`src/inc/clkbuf_pkg.sv`:
```
// Purpose: shared constants and types for the clock buffer configuration logic
// Assumes: straps arrive as 2-bit codes from three-level pin sensors
// Notes: one 10 ns system clock oversamples both clock inputs
package clkbuf_pkg;
    // three-level sensed pin codes
    localparam logic [1:0] TRI_LOW = 2'h0;
    localparam logic [1:0] TRI_HIGH = 2'h1;
    localparam logic [1:0] TRI_OPEN = 2'h2;
    // output type codes
    localparam logic [1:0] OTYPE_LVDS = 2'h0;
    localparam logic [1:0] OTYPE_HCSL = 2'h1;
    localparam logic [1:0] OTYPE_LVCMOS = 2'h2;
    // edge rate codes
    localparam logic [1:0] EDGE_SLOW = 2'h0;
    localparam logic [1:0] EDGE_MEDIUM = 2'h1;
    localparam logic [1:0] EDGE_FAST = 2'h2;
    // input level codes
    localparam logic [1:0] ITYPE_LVDS = 2'h0;
    localparam logic [1:0] ITYPE_HCSL = 2'h1;
    localparam logic [1:0] ITYPE_LVCMOS = 2'h2;
    // second input divide ratio codes
    localparam logic [1:0] DIV_BY1 = 2'h0;
    localparam logic [1:0] DIV_BY2 = 2'h1;
    localparam logic [1:0] DIV_BY4 = 2'h2;
    localparam logic [1:0] DIV_BY8 = 2'h3;
    // configuration mode codes
    localparam logic [1:0] MODE_PIN = 2'h0;
    localparam logic [1:0] MODE_SPI = 2'h1;
    localparam logic [1:0] MODE_I2C = 2'h2;
    // timing
    localparam int CLK_PERIOD_NS = 10;
    localparam int LOS_TIME_NS = 200;
    localparam int LOS_CYCLES = (LOS_TIME_NS + CLK_PERIOD_NS - 1) / CLK_PERIOD_NS;
    localparam int RECOVER_CYCLES = 4;
    localparam int SETTLE_CYCLES = 2;
    localparam int NUM_OUTPUTS = 8;
    // packed pin bus positions
    localparam int PIN_OE = 0;
    localparam int PIN_SEL = 2;
    localparam int PIN_DIV = 4;
    localparam int PIN_ITYPE = 6;
    localparam int PIN_EDGE = 8;
    localparam int PIN_OTYPE = 10;
    localparam int PIN_MODE = 12;
    localparam int PIN_CLK1 = 14;
    localparam int PIN_CLK2 = 15;
    localparam int PIN_BITS = 16;
endpackage

```
`src/inc/mux_if.sv`:
```
// Purpose: link between configuration logic and the smart input multiplexer
// Assumes: all signals on clk_in
// Notes: clock levels are already synchronised, and input two is also divided
interface mux_if;
    logic one_lvl;
    logic two_lvl;
    logic [1:0] sel;
    logic force_low;
    logic mux_clk;
    logic src_two;
    logic one_lost;
    modport cfg (output one_lvl, output two_lvl, output sel, output force_low,
                 input mux_clk, input src_two, input one_lost);
    modport mux (input one_lvl, input two_lvl, input sel, input force_low,
                 output mux_clk, output src_two, output one_lost);
endinterface

```
`src/design/clock_buffer_config_and_input_mux.sv`:
```
// Purpose: strap decoding, continuous pin sampling, divider and mode control
// Assumes: each strap reaches us as a 2-bit sensed code, asynchronous to clk_in
// Notes: serial protocol engines and register map sit outside this block

// How it works
// - in pin mode, straps sensed as high, low or open set the whole configuration
// - input select and output enable pins are sampled every cycle
// - output type strap: low LVDS, high HCSL, open LVCMOS, all outputs
// - pin mode edge strap: low slow, high medium, open fast, all outputs
// - output enable low tri-states every output, high enables them
// - input type strap: low LVDS, high HCSL, open LVCMOS, both inputs
// - pin mode divider strap: low /2, high /4, open /1
// - divide by eight only through host settings
// - select low uses input one, high input two, open automatic
// - automatic mode prefers input one whenever it is present
// - on loss of input one switch at first rising edge of input two
// - mux output held low during failover
// - four whole cycles of returned input one before switching back
// - on switch back output stays high until next falling edge
// - mode strap read after reset: open pins, low SPI, high I2C
// - reset from power-on reset or software reset bit, host mode only
// - host mode ignores enable pin; per-output enable, type, edge
// - host mode reuses strap pins as serial pins
// - host mode select from pin or from register setting
// - host mode power-down from register only
module clock_buffer_config_and_input_mux #(
    parameter int NUM_OUT = clkbuf_pkg::NUM_OUTPUTS
) (
    // clock and power-on reset
    input wire logic clk_in,
    input wire logic nrst_in,
    // sensed pins, each a three-level code
    input wire logic [1:0] mode_strap_in,
    input wire logic [1:0] output_type_strap_in,
    input wire logic [1:0] edge_rate_strap_in,
    input wire logic [1:0] input_type_strap_in,
    input wire logic [1:0] second_input_divider_in,
    input wire logic [1:0] input_select_pin_in,
    input wire logic [1:0] out_enable_pin_in,
    // raw clock inputs
    input wire logic clock_input_one_in,
    input wire logic clock_input_two_in,
    // host register settings
    input wire logic [NUM_OUT-1:0] host_out_enable_in,
    input wire logic [2*NUM_OUT-1:0] host_out_type_in,
    input wire logic [2*NUM_OUT-1:0] host_edge_rate_in,
    input wire logic [1:0] host_input_type_in,
    input wire logic [1:0] host_divider_in,
    input wire logic host_sel_by_reg_in,
    input wire logic [1:0] host_sel_in,
    input wire logic host_soft_reset_in,
    input wire logic host_power_down_in,
    input wire logic spi_data_out_in,
    input wire logic spi_data_out_en_in,
    // configuration results
    output logic [1:0] config_mode_out,
    output logic config_ready_out,
    output logic [NUM_OUT-1:0] out_enable_out,
    output logic [2*NUM_OUT-1:0] out_type_out,
    output logic [2*NUM_OUT-1:0] edge_rate_out,
    output logic [1:0] input_type_out,
    output logic [1:0] input_divider_setting_out,
    output logic input_one_on_out,
    output logic input_two_on_out,
    // multiplexer results
    output logic mux_clk_out,
    output logic mux_src_two_out,
    output logic input_one_lost_out,
    // reused pins in host mode
    output logic serial_clk_out,
    output logic serial_data_in_out,
    output logic serial_select_out,
    output logic spi_pin_data_out,
    output logic spi_pin_oe_out
);
    import clkbuf_pkg::*;

    if (NUM_OUT < 1 || NUM_OUT > 64) begin : g_bad_num_out
        $error("NUM_OUT out of range");
    end

    typedef enum logic [2:0] {
        C_RESET = 3'h1,
        C_SETTLE = 3'h2,
        C_RUN = 3'h4
    } cfg_state_e;

    localparam logic [1:0] SETTLE_MAX = 2'(SETTLE_CYCLES);

    typedef struct packed {
        cfg_state_e state;
        logic [1:0] settle_cnt;
        logic [PIN_BITS-1:0] meta;
        logic [PIN_BITS-1:0] sync;
        logic [1:0] mode;
        logic [1:0] otype;
        logic [1:0] edge_rate;
        logic [1:0] itype;
        logic [1:0] itype_o;
        logic [1:0] div;
        logic prev_two;
        logic [2:0] div_cnt;
        logic two_div;
        logic soft_rst;
        logic [NUM_OUT-1:0] oe;
        logic [2*NUM_OUT-1:0] otype_o;
        logic [2*NUM_OUT-1:0] edge_o;
        logic [1:0] sel;
        logic in_one_on;
        logic in_two_on;
        logic ser_clk;
        logic ser_din;
        logic ser_sel;
        logic sdo;
        logic sdo_oe;
        logic power_down;
    } cfg_s;

    cfg_s cur_ff;
    cfg_s nxt_ff;
    cfg_s reset_val;
    logic [PIN_BITS-1:0] pins;
    logic host_mode;
    logic mux_nrst;

    mux_if link ();

    assign pins = {clock_input_two_in, clock_input_one_in, mode_strap_in,
                   output_type_strap_in, edge_rate_strap_in, input_type_strap_in,
                   second_input_divider_in, input_select_pin_in, out_enable_pin_in};
    assign host_mode = (cur_ff.mode != MODE_PIN);
    assign mux_nrst = nrst_in & ~cur_ff.soft_rst;

    always_comb begin
        reset_val = '0;
        reset_val.state = C_RESET;
        reset_val.mode = MODE_PIN;
        reset_val.otype = TRI_OPEN;
        reset_val.edge_rate = TRI_OPEN;
        reset_val.itype = TRI_OPEN;
        reset_val.div = DIV_BY1;
        reset_val.sel = TRI_OPEN;
    end

    // strap code to setting: low, high, open pick from three values
    function automatic logic [1:0] tri_map(input logic [1:0] code, input logic [1:0] lo,
                                           input logic [1:0] hi, input logic [1:0] op);
        logic [1:0] r;
        r = op;
        if (code == TRI_LOW) begin
            r = lo;
        end else if (code == TRI_HIGH) begin
            r = hi;
        end
        return r;
    endfunction

    always_comb begin
        logic [1:0] sel_code;
        logic [1:0] oe_code;
        logic pin_oe;
        logic rise2;
        logic [1:0] div_eff;
        sel_code = '0;
        oe_code = '0;
        pin_oe = 1'b0;
        rise2 = 1'b0;
        div_eff = '0;
        nxt_ff = cur_ff;
        // two flops on every pin before any logic looks at it
        nxt_ff.meta = pins;
        nxt_ff.sync = cur_ff.meta;
        nxt_ff.soft_rst = host_mode & host_soft_reset_in;
        unique case (cur_ff.state)
            C_RESET: begin
                nxt_ff.settle_cnt = '0;
                nxt_ff.state = C_SETTLE;
            end
            C_SETTLE: begin
                // wait until the synchroniser holds real pin values
                nxt_ff.settle_cnt = cur_ff.settle_cnt + 1'b1;
                if (cur_ff.settle_cnt == SETTLE_MAX) begin
                    nxt_ff.state = C_RUN;
                    nxt_ff.mode = tri_map(cur_ff.sync[PIN_MODE +: 2],
                                          MODE_SPI, MODE_I2C, MODE_PIN);
                    nxt_ff.otype = cur_ff.sync[PIN_OTYPE +: 2];
                    nxt_ff.edge_rate = cur_ff.sync[PIN_EDGE +: 2];
                    nxt_ff.itype = cur_ff.sync[PIN_ITYPE +: 2];
                    nxt_ff.div = tri_map(cur_ff.sync[PIN_DIV +: 2],
                                         DIV_BY2, DIV_BY4, DIV_BY1);
                end
            end
            C_RUN: begin
                nxt_ff.state = C_RUN;
            end
            default: begin
                nxt_ff.state = C_RESET;
            end
        endcase

        // the strap never yields /8, host setting may
        div_eff = host_mode ? host_divider_in : cur_ff.div;
        rise2 = cur_ff.sync[PIN_CLK2] & ~cur_ff.prev_two;
        nxt_ff.prev_two = cur_ff.sync[PIN_CLK2];
        if (rise2) begin
            nxt_ff.div_cnt = cur_ff.div_cnt + 1'b1;
        end
        unique case (div_eff)
            DIV_BY2: nxt_ff.two_div = nxt_ff.div_cnt[0];
            DIV_BY4: nxt_ff.two_div = nxt_ff.div_cnt[1];
            DIV_BY8: nxt_ff.two_div = nxt_ff.div_cnt[2];
            default: nxt_ff.two_div = cur_ff.sync[PIN_CLK2];
        endcase

        sel_code = (host_mode && host_sel_by_reg_in) ? host_sel_in
                                                     : cur_ff.sync[PIN_SEL +: 2];
        oe_code = cur_ff.sync[PIN_OE +: 2];
        // an open enable pin is reserved; treat it as disabled
        pin_oe = (oe_code == TRI_HIGH);
        nxt_ff.power_down = host_mode & host_power_down_in;
        nxt_ff.sel = sel_code;
        nxt_ff.in_one_on = (sel_code != TRI_HIGH) & ~nxt_ff.power_down;
        nxt_ff.in_two_on = (sel_code != TRI_LOW) & ~nxt_ff.power_down;
        nxt_ff.itype_o = host_mode ? host_input_type_in
            : tri_map(cur_ff.itype, ITYPE_LVDS, ITYPE_HCSL, ITYPE_LVCMOS);

        for (int i = 0; i < NUM_OUT; i++) begin
            if (host_mode) begin
                nxt_ff.oe[i] = host_out_enable_in[i] & ~nxt_ff.power_down;
                nxt_ff.otype_o[2*i +: 2] = host_out_type_in[2*i +: 2];
                nxt_ff.edge_o[2*i +: 2] = host_edge_rate_in[2*i +: 2];
            end else begin
                nxt_ff.oe[i] = pin_oe;
                nxt_ff.otype_o[2*i +: 2] = tri_map(cur_ff.otype, OTYPE_LVDS,
                                                   OTYPE_HCSL, OTYPE_LVCMOS);
                nxt_ff.edge_o[2*i +: 2] = tri_map(cur_ff.edge_rate, EDGE_SLOW,
                                                  EDGE_MEDIUM, EDGE_FAST);
            end
        end
        if (cur_ff.state != C_RUN) begin
            nxt_ff.oe = '0;
        end

        // strap pins become the serial port in host mode
        nxt_ff.ser_clk = host_mode & cur_ff.sync[PIN_OE];
        nxt_ff.ser_din = host_mode & cur_ff.sync[PIN_DIV];
        nxt_ff.ser_sel = host_mode & cur_ff.sync[PIN_EDGE];
        nxt_ff.sdo = spi_data_out_in;
        nxt_ff.sdo_oe = (cur_ff.mode == MODE_SPI) & spi_data_out_en_in;
    end

    always_ff @(posedge clk_in) begin
        if (!nrst_in || cur_ff.soft_rst) begin
            cur_ff <= reset_val;
        end else begin
            cur_ff <= nxt_ff;
        end
    end

    assign link.one_lvl = cur_ff.sync[PIN_CLK1];
    assign link.two_lvl = cur_ff.two_div;
    assign link.sel = cur_ff.sel;
    // outputs stay quiet until the straps are latched
    assign link.force_low = cur_ff.power_down | (cur_ff.state != C_RUN);

    smart_input_mux u_mux (
        .clk_in(clk_in),
        .nrst_in(mux_nrst),
        .link(link.mux)
    );

    assign config_mode_out = cur_ff.mode;
    assign config_ready_out = (cur_ff.state == C_RUN);
    assign out_enable_out = cur_ff.oe;
    assign out_type_out = cur_ff.otype_o;
    assign edge_rate_out = cur_ff.edge_o;
    assign input_type_out = cur_ff.itype_o;
    assign input_divider_setting_out = cur_ff.div;
    assign input_one_on_out = cur_ff.in_one_on;
    assign input_two_on_out = cur_ff.in_two_on;
    assign mux_clk_out = link.mux_clk;
    assign mux_src_two_out = link.src_two;
    assign input_one_lost_out = link.one_lost;
    assign serial_clk_out = cur_ff.ser_clk;
    assign serial_data_in_out = cur_ff.ser_din;
    assign serial_select_out = cur_ff.ser_sel;
    assign spi_pin_data_out = cur_ff.sdo;
    assign spi_pin_oe_out = cur_ff.sdo_oe;
endmodule

```
`src/design/smart_input_mux.sv`:
```
// Purpose: two-input clock selection, glitch-free in automatic mode, with priority failover
// Assumes: inputs oversampled by clk_in, at least two samples per phase
// Notes: loss of signal means no edge for LOS_CYCLES clocks
module smart_input_mux
    import clkbuf_pkg::*;
(
    // clock and reset
    input wire logic clk_in,
    input wire logic nrst_in,
    // link to configuration logic
    mux_if.mux link
);
    typedef enum logic [4:0] {
        S_ONE = 5'h01,
        S_FAIL = 5'h02,
        S_TWO = 5'h04,
        S_BACK = 5'h08,
        S_MAN = 5'h10
    } mux_state_e;

    localparam int LOS_W = $clog2(LOS_CYCLES + 1);
    localparam logic [LOS_W-1:0] LOS_MAX = LOS_W'(LOS_CYCLES);
    localparam logic [2:0] RISE_TARGET = 3'(RECOVER_CYCLES + 1);

    typedef struct packed {
        mux_state_e state;
        logic prev_one;
        logic prev_two;
        logic [LOS_W-1:0] los_cnt;
        logic [2:0] rise_cnt;
        logic out;
        logic src_two;
        logic lost;
    } mux_s;

    mux_s cur_ff;
    mux_s nxt_ff;

    always_comb begin
        logic rise1;
        logic fall1;
        logic rise2;
        rise1 = 1'b0;
        fall1 = 1'b0;
        rise2 = 1'b0;
        nxt_ff = cur_ff;
        rise1 = link.one_lvl & ~cur_ff.prev_one;
        fall1 = ~link.one_lvl & cur_ff.prev_one;
        rise2 = link.two_lvl & ~cur_ff.prev_two;
        nxt_ff.prev_one = link.one_lvl;
        nxt_ff.prev_two = link.two_lvl;
        if (rise1 | fall1) begin
            nxt_ff.los_cnt = '0;
        end else if (cur_ff.los_cnt != LOS_MAX) begin
            nxt_ff.los_cnt = cur_ff.los_cnt + 1'b1;
        end
        nxt_ff.lost = (nxt_ff.los_cnt == LOS_MAX);
        if (link.sel != TRI_OPEN) begin
            // manual choice follows the pin at once
            nxt_ff.state = S_MAN;
            nxt_ff.src_two = (link.sel == TRI_HIGH);
            nxt_ff.out = nxt_ff.src_two ? link.two_lvl : link.one_lvl;
        end else begin
            unique case (cur_ff.state)
                S_ONE, S_MAN: begin
                    nxt_ff.src_two = 1'b0;
                    if (cur_ff.lost) begin
                        nxt_ff.state = S_FAIL;
                        nxt_ff.out = 1'b0;
                    end else begin
                        nxt_ff.state = S_ONE;
                        nxt_ff.out = link.one_lvl;
                    end
                end
                S_FAIL: begin
                    nxt_ff.out = 1'b0;
                    if (rise2) begin
                        nxt_ff.state = S_TWO;
                        nxt_ff.src_two = 1'b1;
                        nxt_ff.out = 1'b1;
                        nxt_ff.rise_cnt = '0;
                    end
                end
                S_TWO: begin
                    nxt_ff.out = link.two_lvl;
                    if (nxt_ff.lost) begin
                        nxt_ff.rise_cnt = '0;
                    end else if (rise1) begin
                        nxt_ff.rise_cnt = cur_ff.rise_cnt + 1'b1;
                    end
                    // first rise opens a cycle, four more close four whole ones
                    if (nxt_ff.rise_cnt == RISE_TARGET) begin
                        nxt_ff.state = S_BACK;
                        nxt_ff.out = 1'b1;
                    end
                end
                S_BACK: begin
                    nxt_ff.out = 1'b1;
                    if (cur_ff.lost) begin
                        nxt_ff.state = S_FAIL;
                        nxt_ff.out = 1'b0;
                    end else if (fall1) begin
                        nxt_ff.state = S_ONE;
                        nxt_ff.src_two = 1'b0;
                        nxt_ff.out = 1'b0;
                    end
                end
                default: begin
                    nxt_ff.state = S_ONE;
                end
            endcase
        end
        if (link.force_low) begin
            nxt_ff.out = 1'b0;
        end
    end

    always_ff @(posedge clk_in) begin
        if (!nrst_in) begin
            cur_ff <= '{state: S_ONE, los_cnt: '0, rise_cnt: '0, default: 1'b0};
        end else begin
            cur_ff <= nxt_ff;
        end
    end

    assign link.mux_clk = cur_ff.out;
    assign link.src_two = cur_ff.src_two;
    assign link.one_lost = cur_ff.lost;
endmodule

```
`config.mk`:
```
export PLATFORM = sky130hd
export DESIGN_NAME = clock_buffer_config_and_input_mux
export DESIGN_NICKNAME = d
export VERILOG_FILES = /design/src/inc/clkbuf_pkg.sv /design/src/inc/mux_if.sv /design/src/design/clock_buffer_config_and_input_mux.sv /design/src/design/smart_input_mux.sv
export SDC_FILE = /design/constraint.sdc
export NUM_CORES = 1
export LEC_CHECK = 0
export BUFFER_PORTS_ARGS = -buffer_cell sky130_fd_sc_hd__buf_2
export CAP_MARGIN = 20
export CELL_PAD_IN_SITES_DETAIL_PLACEMENT = 1
export CELL_PAD_IN_SITES_GLOBAL_PLACEMENT = 1
export CORE_UTILIZATION = 40
export CTS_BUF_LIST = sky130_fd_sc_hd__clkbuf_4
export CTS_CLUSTER_DIAMETER = 150
export DETAILED_ROUTE_END_ITERATION = 8
export HOLD_SLACK_MARGIN = 0.02
export PLACE_DENSITY_LB_ADDON = 0.1
export SKIP_CTS_REPAIR_TIMING = 1
export SYNTH_ARGS = -nofsm -noshare
export SYNTH_HDL_FRONTEND = slang
export SYNTH_SLANG_ARGS = --single-unit
export TNS_END_PERCENT = 20
```
`constraint.sdc`:
```
create_clock -name clk_in -period 2.1 [get_ports clk_in]
set_clock_uncertainty 0.15 [all_clocks]
set_input_delay 0.21 -clock clk_in [delete_from_list [all_inputs] [get_ports clk_in]]
set_output_delay 0.21 -clock clk_in [all_outputs]
set_load 0.03 [all_outputs]
```
==> metrics.json <==
{
  "fp.dieArea": {"value": 0.0125, "unit": "mm^2"},
  "clock_tree.buffer_depth": {"value": 2},
  "grt_antenna_before_repair": {"value": 0},
  "synth_seq_area_share": {"value": 51.2, "unit": "%"},
  "syn-mean-instance-area": {"value": 9.33, "unit": "um^2"},
  "hold_violations": {"value": 0},
  "run_status": {"value": "finished, violations left"},
  "clk_pin_slew": {"value": 100, "unit": "ps"},
  "first_global_vias": {"value": 3624},
  "final_layout_size_suffix_gt1_share": {"value": 25.8, "unit": "%"},
  "synth-edff-count": {"value": 0},
  "global_route.overflow_total": {"value": 0},
  "antenna-diode-count": {"value": 0},
  "ys_ff_latch": {"value": 123},
  "drt_drc_violations_left": {"value": 13},
  "synth_cell_type_count": {"value": 55},
  "ioPinCount": {"value": 126},
  "worst-endpoint-arrival": {"value": 2230, "unit": "ps"},
  "fmax": {"value": 512, "unit": "MHz"},
  "grt_busiest_layer": {"value": "met2"},
  "fin_setup_tns": {"value": 0, "unit": "ps"},
  "final.fill_count": {"value": 1337},
  "cp_num_buf_inv": {"value": 1},
  "final-setup-viol-count": {"value": 0},
  "gp_congestion": {"value": 0.788},
  "rsz0062_at_grt": {"value": "false"},
  "placement_setup_slack": {"value": 124, "unit": "ps"},
  "final_min_period_over_clock_period": {"value": 93.0, "unit": "%"},
  "die-height": {"value": 112, "unit": "um"},
  "initial_core_util": {"value": 41.6, "unit": "%"},
  "p_leak": {"value": 2.80, "unit": "nW"},
  "cp.depth": {"value": 7},
  "flow.area_growth_from_synthesis": {"value": 28.7, "unit": "%"},
  "rows": {"value": 39},
  "cellPowerDensity": {"value": 715, "unit": "mW/mm^2"},
  "violations": {"value": "DRC"},
  "worstRegToRegCells": {"value": 7},
  "slew_at_the_pin_with_the_worst_max_slew_slack": {"value": 663, "unit": "ps"},
  "slew_limit_headroom": {"value": 55.8, "unit": "%"},
  "crit_path_top_delay_cell": {"value": "sky130_fd_sc_hd__dfxtp_1"},
  "worst_hold_path.num_cells": {"value": 5},
  "groute.layer.met3.usage": {"value": 5.61, "unit": "%"},
  "core_area": {"value": 0.0116, "unit": "mm^2"},
  "cts-buffers-inserted": {"value": 17},
  "area.sequential": {"value": 0.00246, "unit": "mm^2"},
  "postSynthCellCount": {"value": 516},
  "max_cap_viol_count": {"value": 0},
  "first_iter_violations": {"value": 181},
  "synth_flop_cell": {"value": "sky130_fd_sc_hd__dfxtp_1"},
  "detailedRoute.firstPassIterationCount": {"value": 6},
  "tritoncts": {"value": "built"},
  "finalWorstPathRequiredPeriod": {"value": 1950, "unit": "ps"},
  "grt.met2_usage": {"value": 27.1, "unit": "%"},
  "final_cells": {"value": 822},
  "critPathTopFamily": {"value": "compound AO/OA/AOI/OAI gates"},
  "routed_via_density": {"value": 4.77},
  "maximum_fanout_along_the_worst_path": {"value": 7},
  "avgRoutedWirePerCell": {"value": 14.7, "unit": "um"},
  "die_width": {"value": 112, "unit": "um"},
  "first_pass_grt_wire_length": {"value": 18100, "unit": "um"},
  "pin_count_of_the_biggest_net_entering_global_routing": {"value": 50},
  "synth-async-reset-ratio": {"value": 0, "unit": "%"},
  "synth-warning-count": {"value": 0},
  "setup.worst_path.end_class": {"value": "register"},
  "vdd_ir_drop_max": {"value": 0.512, "unit": "mV"},
  "cp_cell_sequence": {"value": "inv_1, ha_1, nand4b_1, o22ai_2, o2111ai_2, a21oi_1, o41ai_2"},
  "h-tree-depth": {"value": 4},
  "postSynthNetCount": {"value": 592},
  "worst_hold_slack": {"value": 50.0, "unit": "ps"},
  "kind_of_critical_path": {"value": "reg2reg"},
  "clock_latency_late_sink": {"value": 520, "unit": "ps"},
  "synthesis.area": {"value": 0.00481, "unit": "mm^2"},
  "multi_input_comb_area": {"value": 0.00188, "unit": "mm^2"},
  "design.final.nets": {"value": 742},
  "setup_slack": {"value": 148, "unit": "ps"},
  "totalPowerFinal": {"value": 4.43, "unit": "mW"},
  "globalRouteTotalUtil": {"value": 18.6, "unit": "%"},
  "port-buffer-count": {"value": 125},
  "post-place-cells": {"value": 723},
  "num_vias": {"value": 3919},
  "final-max-slew-violation-count": {"value": 0},
  "required": {"value": 2380, "unit": "ps"},
  "critPathMaxStageDelay": {"value": 370, "unit": "ps"},
  "antenna_left": {"value": 0},
  "postRouteWirelength": {"value": 12100, "unit": "um"},
  "crit_path_start_kind": {"value": "register"},
  "cts_num_sinks": {"value": 123},
  "worstHoldPathType": {"value": "in2reg"},
  "ctsRootBufferMaster": {"value": "sky130_fd_sc_hd__clkbuf_4"},
  "globalRouteMet1Util": {"value": 25.5, "unit": "%"},
  "dp_hpwl": {"value": 7930, "unit": "um"}
}
-- layout make-up --
cell class                 count  area share (%)
timing repair buffer         201            22.4
inverter                      11           0.666
sequential                   123            39.7
clock inverter                13            1.74
multi-input combinational    312            30.3
clock buffer                  19            2.30
tap                          143            2.89
-- sequential cells by signal, summed over array words and instances (netlist names), 2 cells and up --
register and count:
link.sel 2, edge_rate_out 16, cur_ff 49, u_mux.cur_ff 15, config_mode_out 2, out_type_out 16, input_divider_setting_out 2, input_type_out 2
out_enable_out 8
-- cell usage after synthesis, types with 6 or more instances --
| master | count | area [um^2] |
|---|---|---|
| sky130_fd_sc_hd__ha_1 | 7 | 87.6 |
| sky130_fd_sc_hd__buf_4 | 47 | 353 |
| sky130_fd_sc_hd__nand2_1 | 57 | 214 |
| sky130_fd_sc_hd__and3_1 | 6 | 37.5 |
| sky130_fd_sc_hd__buf_2 | 6 | 30.0 |
| sky130_fd_sc_hd__clkbuf_1 | 16 | 60.1 |
| sky130_fd_sc_hd__inv_1 | 11 | 41.3 |
| sky130_fd_sc_hd__and2_1 | 36 | 225 |
| sky130_fd_sc_hd__nor3_1 | 7 | 35.0 |
| sky130_fd_sc_hd__a21oi_1 | 61 | 305 |
| sky130_fd_sc_hd__nor2_1 | 43 | 161 |
| sky130_fd_sc_hd__mux2i_1 | 12 | 120 |
| sky130_fd_sc_hd__dfxtp_1 | 123 | 2460 |
-- cells in the final DEF, fill, tap and decap left out, drive strengths merged, types with 12 or more instances in the layout --
| cell | instances |
|---|---|
| clkbuf | 19 |
| buf | 135 |
| nand2 | 58 |
| a21oi | 61 |
| nor2 | 43 |
| and2 | 36 |
| dfxtp | 123 |
| mux2i | 12 |
| dlygate4sd3 | 66 |
-- layer usage --
| layer | vias to the layer above | share of wire, % |
|---|---|---|
| met2 | 117 | 45 |
| met1 | 1800 | 48 |
| met3 | 16 | 5.7 |
| li1 | 1986 | - |
| met5 | - | 0 |
| met4 | 0 | 1.5 |
-- report_power, final --
group	switching, mW	internal, mW	total, mW
Clock	0.818	0.698	1.52
Combinational	0.215	0.235	0.450
Sequential	0.0573	2.41	2.47
-- worst register-to-register path, stage by stage, from the launching register on --
cell and delay, ps:
sky130_fd_sc_hd__dfxtp_1 370, sky130_fd_sc_hd__inv_1 50, sky130_fd_sc_hd__ha_1 210, sky130_fd_sc_hd__nand4b_1 160, sky130_fd_sc_hd__o22ai_2 120, sky130_fd_sc_hd__o2111ai_2 360
sky130_fd_sc_hd__a21oi_1 150, sky130_fd_sc_hd__o41ai_2 290
-- cells by family (layout without fill, tap and decap cells) --
| logic type | count (synthesis) | count (layout) | synth area share (%) |
|---|---|---|---|
| AND/OR/NAND/NOR | 191 | 191 | 20.7 |
| flip-flops | 123 | 123 | 51.2 |
| AO/OA/AOI/OAI | 92 | 92 | 11.6 |
| buffers and inverters | 81 | 244 | 10.3 |
| multiplexers | 14 | 14 | 2.96 |
| XOR/XNOR | 8 | 8 | 1.46 |
| adder cells (fa/ha/maj) | 7 | 7 | 1.82 |
-- through the flow --
step           instance area (um^2)  utilization [%]
6_report                       6200             53.6
5_1_grt                        6200             53.6
4_1_cts                        5510             47.7
3_5_place_dp                   5260             45.5
3_3_place_gp                   5260             45.5
2_1_floorplan                  4810                -
-- path summary, 6_finish.rpt --
| kind | startpoint | slack (ps) | to |
|---|---|---|---|
| max | u_mux.cur_ff[6]$_SDFF_PN0_ | 150 | u_mux.link.mux_clk$_SDFFE_PP0P_ |
| min | host_divider_in[1] | 50 | link.two_lvl$_SDFF_PN0_ |
| max reg2reg | u_mux.cur_ff[6]$_SDFF_PN0_ | 150 | u_mux.link.mux_clk$_SDFFE_PP0P_ |
| min reg2reg | cur_ff[85]$_SDFF_PN0_ | 280 | cur_ff[69]$_SDFF_PN0_ |
Power figures use the tool's default switching activity.
